[config.mk]
export PLATFORM = sky130hd
export DESIGN_NAME = video_irq_line3_enable_status
export DESIGN_NICKNAME = d
export VERILOG_FILES = /design/src/common/irq_line3_pkg.sv /design/src/rtl/video_irq_line3_enable_status.sv
export VERILOG_INCLUDE_DIRS = /design/src /design/src/common
export SDC_FILE = /design/constraint.sdc
export NUM_CORES = 1
export LEC_CHECK = 0
export BUFFER_PORTS_ARGS = -buffer_cell sky130_fd_sc_hd__buf_2
export CAP_MARGIN = 20
export CELL_PAD_IN_SITES_DETAIL_PLACEMENT = 1
export CELL_PAD_IN_SITES_GLOBAL_PLACEMENT = 2
export CORE_MARGIN = 1
export CORE_UTILIZATION = 36
export DETAILED_ROUTE_END_ITERATION = 16
export PLACE_DENSITY_LB_ADDON = 0.1
export SYNTH_ARGS = -nofsm -noshare
export SYNTH_HDL_FRONTEND = slang
export SYNTH_SLANG_ARGS = --single-unit
[constraint.sdc]
create_clock -name pclk -period 2.7 [get_ports pclk]
set_input_delay 0.135 -clock pclk [delete_from_list [all_inputs] [get_ports pclk]]
set_output_delay 0.135 -clock pclk [all_outputs]
set_load 0.01 [all_outputs]
[src/common/irq_line3_consts.svh]
// Offsets, field masks and reset values of the interrupt line 3 register block
`ifndef IRQ_LINE3_CONSTS_SVH
`define IRQ_LINE3_CONSTS_SVH

`define IRQ3_ADDR_W 12
`define IRQ3_RAW_LO_OFS 12'h080
`define IRQ3_RAW_HI_OFS 12'h084
`define IRQ3_STAT_LO_OFS 12'h088
`define IRQ3_STAT_HI_OFS 12'h08C
`define IRQ3_ENSET_LO_OFS 12'h090
`define IRQ3_ENSET_HI_OFS 12'h094
`define IRQ3_ENCLR_LO_OFS 12'h098
`define IRQ3_ENCLR_HI_OFS 12'h09C

`define IRQ3_RESET_VAL 32'h0000_0000

// Implemented bits; the rest read as zero
`define IRQ3_LO_VALID 32'hF1F5_FFFF
`define IRQ3_HI_VALID 32'h03FF_00FF

// Low word: output, parser and encoder events
`define IRQ3_LO_W1C_MASK 32'hF1F0_0000
// Low word: film mode, descriptor and list bits behave as enable set
`define IRQ3_LO_ENVIEW_MASK 32'h0005_FFFF
`define IRQ3_FILM_MODE_BIT 18
`define IRQ3_DESCRIPTOR_BIT 16
`define IRQ3_LIST_LSB 0
`define IRQ3_LIST_W 16

// High word: error and pipeline group, written 1 to clear
`define IRQ3_HI_W1C_MASK 32'h03FF_0000
`define IRQ3_HI_ERR_LSB 16
`define IRQ3_HI_ERR_W 10
// High word: client and channel groups, written 1 to set
`define IRQ3_HI_W1S_MASK 32'h0000_00FF
`define IRQ3_HI_DMA_LSB 0
`define IRQ3_HI_DMA_W 8

`endif

[src/common/irq_line3_pkg.sv]
// Types shared by the interrupt line 3 register block
package irq_line3_pkg;

  typedef logic [31:0] word_t;

  typedef enum logic [7:0] {
    SEL_RAW_LO = 8'h01,
    SEL_RAW_HI = 8'h02,
    SEL_STAT_LO = 8'h04,
    SEL_STAT_HI = 8'h08,
    SEL_ENSET_LO = 8'h10,
    SEL_ENSET_HI = 8'h20,
    SEL_ENCLR_LO = 8'h40,
    SEL_ENCLR_HI = 8'h80
  } reg_sel_t;

endpackage

[src/rtl/video_irq_line3_enable_status.sv]
// Interrupt line 3 raw status, enabled status and enable registers on APB
//
// Function
// - High enabled status 25:16 reads error status
// - Writing 1 there clears pending event
// - High bits 7:0 report client, channel groups
// - Writing 1 to those bits sets status
// - Low bits 18,16 read and set enables
// - Low bits 15:0 are list notify/complete pairs
// - Enable set reads enable, one sets it
// - Enable set low field layout, 27:25 reserved
// - High enabled status at 8Ch, reserved zero
// - Enable set at 90h, all disabled after reset
// - Raw status at 84h, writing one sets
`include "irq_line3_consts.svh"

module video_irq_line3_enable_status (
  input wire logic pclk,
  input wire logic presetn,
  input wire logic psel,
  input wire logic penable,
  input wire logic pwrite,
  input wire logic [`IRQ3_ADDR_W-1:0] paddr,
  input wire logic [31:0] pwdata,
  output logic [31:0] prdata,
  output logic pready,
  output logic pslverr,
  input wire logic [31:0] event_lo,
  input wire logic [31:0] event_hi,
  output logic irq
);

  irq_line3_pkg::word_t raw_lo_r;
  irq_line3_pkg::word_t raw_lo_nxt;
  irq_line3_pkg::word_t raw_hi_r;
  irq_line3_pkg::word_t raw_hi_nxt;
  irq_line3_pkg::word_t en_lo_r;
  irq_line3_pkg::word_t en_lo_nxt;
  irq_line3_pkg::word_t en_hi_r;
  irq_line3_pkg::word_t en_hi_nxt;
  irq_line3_pkg::word_t prdata_r;
  irq_line3_pkg::word_t prdata_nxt;
  logic pready_r;
  logic pready_nxt;
  logic pslverr_r;
  logic pslverr_nxt;
  logic irq_r;
  logic irq_nxt;

  irq_line3_pkg::reg_sel_t sel;
  logic hit;
  logic wr_go;
  irq_line3_pkg::word_t stat_lo;
  irq_line3_pkg::word_t stat_hi;
  irq_line3_pkg::word_t view_lo;
  irq_line3_pkg::word_t view_hi;

  // Address decode
  always_comb begin
    hit = 1'b1;
    sel = irq_line3_pkg::SEL_RAW_LO;
    if (paddr == `IRQ3_RAW_LO_OFS) begin
      sel = irq_line3_pkg::SEL_RAW_LO;
    end else if (paddr == `IRQ3_RAW_HI_OFS) begin
      sel = irq_line3_pkg::SEL_RAW_HI;
    end else if (paddr == `IRQ3_STAT_LO_OFS) begin
      sel = irq_line3_pkg::SEL_STAT_LO;
    end else if (paddr == `IRQ3_STAT_HI_OFS) begin
      sel = irq_line3_pkg::SEL_STAT_HI;
    end else if (paddr == `IRQ3_ENSET_LO_OFS) begin
      sel = irq_line3_pkg::SEL_ENSET_LO;
    end else if (paddr == `IRQ3_ENSET_HI_OFS) begin
      sel = irq_line3_pkg::SEL_ENSET_HI;
    end else if (paddr == `IRQ3_ENCLR_LO_OFS) begin
      sel = irq_line3_pkg::SEL_ENCLR_LO;
    end else if (paddr == `IRQ3_ENCLR_HI_OFS) begin
      sel = irq_line3_pkg::SEL_ENCLR_HI;
    end else begin
      hit = 1'b0;
    end
  end

  // Write lands on the edge where pready is sampled high
  assign wr_go = psel & penable & pwrite & pready_r & hit;

  assign stat_lo = raw_lo_r & en_lo_r;
  assign stat_hi = raw_hi_r & en_hi_r;

  always_comb begin
    // film mode, descriptor read as enable
    // list pairs share the same view
    view_lo = (stat_lo & ~`IRQ3_LO_ENVIEW_MASK) | (en_lo_r & `IRQ3_LO_ENVIEW_MASK);
    view_hi = stat_hi & `IRQ3_HI_VALID;
  end

  // Event and register update; hardware set wins over software clear
  always_comb begin
    raw_lo_nxt = raw_lo_r;
    raw_hi_nxt = raw_hi_r;
    en_lo_nxt = en_lo_r;
    en_hi_nxt = en_hi_r;
    if (wr_go) begin
      case (sel)
        irq_line3_pkg::SEL_RAW_LO: raw_lo_nxt = raw_lo_r | pwdata;
        irq_line3_pkg::SEL_RAW_HI: raw_hi_nxt = raw_hi_r | pwdata;
        irq_line3_pkg::SEL_STAT_LO: begin
          raw_lo_nxt = raw_lo_r & ~(pwdata & `IRQ3_LO_W1C_MASK);
          en_lo_nxt = en_lo_r | (pwdata & `IRQ3_LO_ENVIEW_MASK);
        end
        irq_line3_pkg::SEL_STAT_HI: begin
          raw_hi_nxt = (raw_hi_r & ~(pwdata & `IRQ3_HI_W1C_MASK)) | (pwdata & `IRQ3_HI_W1S_MASK);
        end
        irq_line3_pkg::SEL_ENSET_LO: en_lo_nxt = en_lo_r | pwdata;
        irq_line3_pkg::SEL_ENSET_HI: en_hi_nxt = en_hi_r | pwdata;
        irq_line3_pkg::SEL_ENCLR_LO: en_lo_nxt = en_lo_r & ~pwdata;
        irq_line3_pkg::SEL_ENCLR_HI: en_hi_nxt = en_hi_r & ~pwdata;
        default: en_hi_nxt = en_hi_r;
      endcase
    end
    raw_lo_nxt = (raw_lo_nxt | event_lo) & `IRQ3_LO_VALID;
    raw_hi_nxt = (raw_hi_nxt | event_hi) & `IRQ3_HI_VALID;
    en_lo_nxt = en_lo_nxt & `IRQ3_LO_VALID;
    en_hi_nxt = en_hi_nxt & `IRQ3_HI_VALID;
    // line high while any status bit
    irq_nxt = |{stat_lo, stat_hi};
  end

  // One wait state keeps read data registered
  always_comb begin
    pready_nxt = psel & penable & ~pready_r;
    pslverr_nxt = psel & penable & ~pready_r & ~hit;
    prdata_nxt = `IRQ3_RESET_VAL;
    if (psel & penable & ~pready_r & ~pwrite & hit) begin
      case (sel)
        irq_line3_pkg::SEL_RAW_LO: prdata_nxt = raw_lo_r;
        irq_line3_pkg::SEL_RAW_HI: prdata_nxt = raw_hi_r;
        irq_line3_pkg::SEL_STAT_LO: prdata_nxt = view_lo;
        irq_line3_pkg::SEL_STAT_HI: prdata_nxt = view_hi;
        irq_line3_pkg::SEL_ENSET_LO: prdata_nxt = en_lo_r;
        irq_line3_pkg::SEL_ENSET_HI: prdata_nxt = en_hi_r;
        // Clear registers are write only
        default: prdata_nxt = `IRQ3_RESET_VAL;
      endcase
    end
  end

  always_ff @(posedge pclk or negedge presetn) begin
    if (!presetn) begin
      raw_lo_r <= `IRQ3_RESET_VAL;
      raw_hi_r <= `IRQ3_RESET_VAL;
      en_lo_r <= `IRQ3_RESET_VAL;
      en_hi_r <= `IRQ3_RESET_VAL;
      prdata_r <= `IRQ3_RESET_VAL;
      pready_r <= 1'b0;
      pslverr_r <= 1'b0;
      irq_r <= 1'b0;
    end else begin
      raw_lo_r <= raw_lo_nxt;
      raw_hi_r <= raw_hi_nxt;
      en_lo_r <= en_lo_nxt;
      en_hi_r <= en_hi_nxt;
      prdata_r <= prdata_nxt;
      pready_r <= pready_nxt;
      pslverr_r <= pslverr_nxt;
      irq_r <= irq_nxt;
    end
  end

  assign prdata = prdata_r;
  assign pready = pready_r;
  assign pslverr = pslverr_r;
  assign irq = irq_r;

endmodule // video_irq_line3_enable_status

==> results by group <==
Outcome
  – Outcome: finished, final reports clean

Logic synthesis
  – Cells after Synth: 521
  – Adder-Cell Fraction of Synth Area: 0%
  – Yosys reg bits: 123
  – Primary FF master, synth: dfrtp_1
  – Largest family of logic cells by synthesized area: compound AO/OA/AOI/OAI gates
  – Synth Area in Compound Gates: 25.2%
  – Netlist Area Pre-Place: 5670 µm²
  – Seq/Total Area, Yosys: 54.3%
  – Post-synthesis mux area share: 3.55%
  – Post-synth ARST share: between 90% and 100%
  – Post-synthesis xor/xnor area fraction: 0%
  – Avg Inst Size Synth: about 11 µm²
  – Number of flops mapped to enable cells by yosys: 0
  – Synth cell types: 47
  – Synth Area in Simple Gates: approximately 14%
  – Ys Warns: 0

Power
  – Power density cells: 541 nW/µm²
  – Pleak: 3.64 nW
  – VDD IR max: approximately 0.44 mV

Route
  – Final WL: approximately 20 mm
  – Number of DRC violations after detailed-routing iteration 0: 379
  – Total iterations of the first detailed-routing run: 4
  – WL per Instance: between 20 and 25 µm
  – DRC: 0
  – DR vias: 5472
  – Via density: between 5 and 6
  – Antenna violation net count after detailed routing: 0

Clock tree
  – Clk sinks: roughly 120
  – Clock root cell: clkbuf_16
  – Clock Latency Late Sink: 0.42 ns
  – CTS max path bufs: 2
  – Num CTS Buffers: 17
  – Post-CTS setup buffer count: 0
  – H-tree Lvls: 4
  – CTS tree: yes
  – Clk slew on worst S/H paths: around 0.050 ns

Floorplan
  – Core area: 15300 µm²
  – Top-Level Pins: 148
  – DIE AREA: 16300 µm²
  – Chip Width: 128 µm
  – Starting Density: 37.0%
  – Die Y: 128 µm
  – # rows: 45

Worst setup path
  – CP Launch Type: primary input
  – Crit Path Class: in -> reg
  – WP data required: 3.00 ns
  – Critical path data arrival time: 2.76 ns
  – CP max FO: 10
  – Critical path endpoint category: flop

Final layout
  – Layout Utilization: 52.9%
  – Final layout net count: about 870
  – Fill count: 1701
  – Layout cell share with drive strength beyond 1: between 20% and 30%
  – ANT cells: 0
  – Most frequent cells in the layout: dfrtp_1 (123), buf_2 (123), dlygate4sd3_1 (85), nand2_1 (63), a21oi_1 (55)
  – Syn-to-layout area delta: 42.8%

STA
  – Slew Limit Fails: 0
  – Crit path time final: 2.47 ns
  – Worst slew pin tran: 0.784 ns
  – Final Cycle Share: between 90% and 100%
  – Rel. slew slack: 47.6%
  – Setup Viol. Count Final: 0
  – Clock skew: between 0.006 and 0.007 ns
  – Fin. Hold Viols: 0
  – Setup ws final: 0.234 ns
  – Total negative slack: 0 ns
  – RSZ-0062 raised after global routing: false
  – F_max: 406 MHz

Global route
  – Largest net degree at the start of global routing: 124
  – First-pass GRT wire length: ~32 mm
  – Grt ovf: 0
  – Number of global-route vias before repair: slightly below 6000
  – Initial antenna violation count: 0
  – Overall routing resource usage: 26.4%

Placed design
  – Gp weighted congestion: 0.799
  – DP HPWL: around 13 mm
  – I/O Buffers: 124
  – Place WS: 0.334 ns

Run
  – Max-capacitance violation count: 0

Worst hold path
  – Worst hold path type: in -> reg
synth_stat cells, types with 6 or more instances:
cell | count | share of area (%)
a22oi_1 | 23 | 3.0
nand2_1 | 63 | 4.2
a221o_1 | 19 | 3.4
a211o_1 | 26 | 4.0
nor2_1 | 23 | 1.5
dfrtp_1 | 123 | 54
mux2i_1 | 10 | 1.8
a22o_1 | 22 | 3.4
o22ai_1 | 10 | 1.1
o21ai_0 | 22 | 1.9
nand3_1 | 12 | 1.1
nor3_1 | 6 | 0.53
clkbuf_1 | 14 | 0.93
a32oi_1 | 7 | 1.1
a21oi_1 | 55 | 4.9
a221oi_1 | 7 | 1.1
mux2_2 | 9 | 1.8
worst max-delay path, stage by stage:
cell and delay, ns:
buf_2 0.10, or4_4 0.55, or4_4 0.65, nor3_4 0.19, buf_4 0.21, nand2_1 0.06, a221o_1 0.29, dlygate4sd3_1 0.56
per-layer routing:
layer | wire length (µm) | global-route usage [%] | up-vias
met5 | 0 | 0 | -
met4 | 308 | 8.12 | 0
met3 | 820 | 5.57 | 24
met2 | 10500 | 45.9 | 142
met1 | 8870 | 32.9 | 2845
li1 | - | - | 2461
power by group:
group | switching [W] | total [W] | internal [W] | leakage [nW]
clock | 0.000801 | 0.00221 | 0.00141 | 0.284
combinational | 0.000167 | 0.000316 | 0.000150 | 1.88
sequential | 0.00000128 | 0.00185 | 0.00185 | 1.48
total | 0.000969 | 0.00438 | 0.00341 | 3.64
through the flow:
stage,hold slack [ns],instances,power [W],instance area [µm²]
floorplan,-0.161,522,0.00196,5670
global placement,0.292,859,0.00211,6670
detailed placement,0.295,859,0.00212,6670
CTS,0.0129,976,0.00441,8100
global route,0.0268,976,0.00452,8100
finish,0.0311,976,0.00438,8100
path summary, 6_finish.rpt:
kind | depth (start not counted) | to | slack (ns) | startpoint
setup / recovery | 8 | raw_hi_r[17]$_DFF_PN0_ | 0.23 | paddr[11]
hold / removal | 3 | pslverr$_DFF_PN0_ | 0.03 | penable
setup reg to reg | 7 | raw_hi_r[17]$_DFF_PN0_ | 0.24 | pready$_DFF_PN0_
hold reg to reg | 1 | pslverr$_DFF_PN0_ | 0.49 | pready$_DFF_PN0_
max in group asynchronous | 3 | raw_lo_r[24]$_DFF_PN0_ | 1.75 | presetn
min in group asynchronous | 3 | prdata[29]$_DFF_PN0_ | 0.30 | presetn
repair_timing:
item | in CTS | in global routing
hold buffers | 85 | 0
resized for setup | 0 | 0
hold endpoints to repair | 194 | 0
cell type report:
class	instances	area, µm²	share of cell area, %
multi-input cells	365	2420	29.9
clock inverters	5	56.3	0.695
well taps	211	264	3.26
inverters	3	11.3	0.139
repair buffers	242	1750	21.6
clock buffers	27	523	6.46
flip-flops and latches	123	3080	38.0
state kept, by name, indices dropped and copies added (netlist names):
name,count
raw_lo_r,27
pready,1
prdata,30
irq,1
en_lo_r,27
raw_hi_r,18
pslverr,1
en_hi_r,18
kinds of logic (layout without fill, tap and decap cells):
kind of cell | after synthesis | in the layout
AO/OA/AOI/OAI | 200 | 200
buffers and inverters | 34 | 277
flip-flops | 123 | 123
multiplexers | 19 | 19
other | 1 | 2
AND/OR/NAND/NOR | 144 | 144
Note: power is estimated with default switching activity, not from simulation.
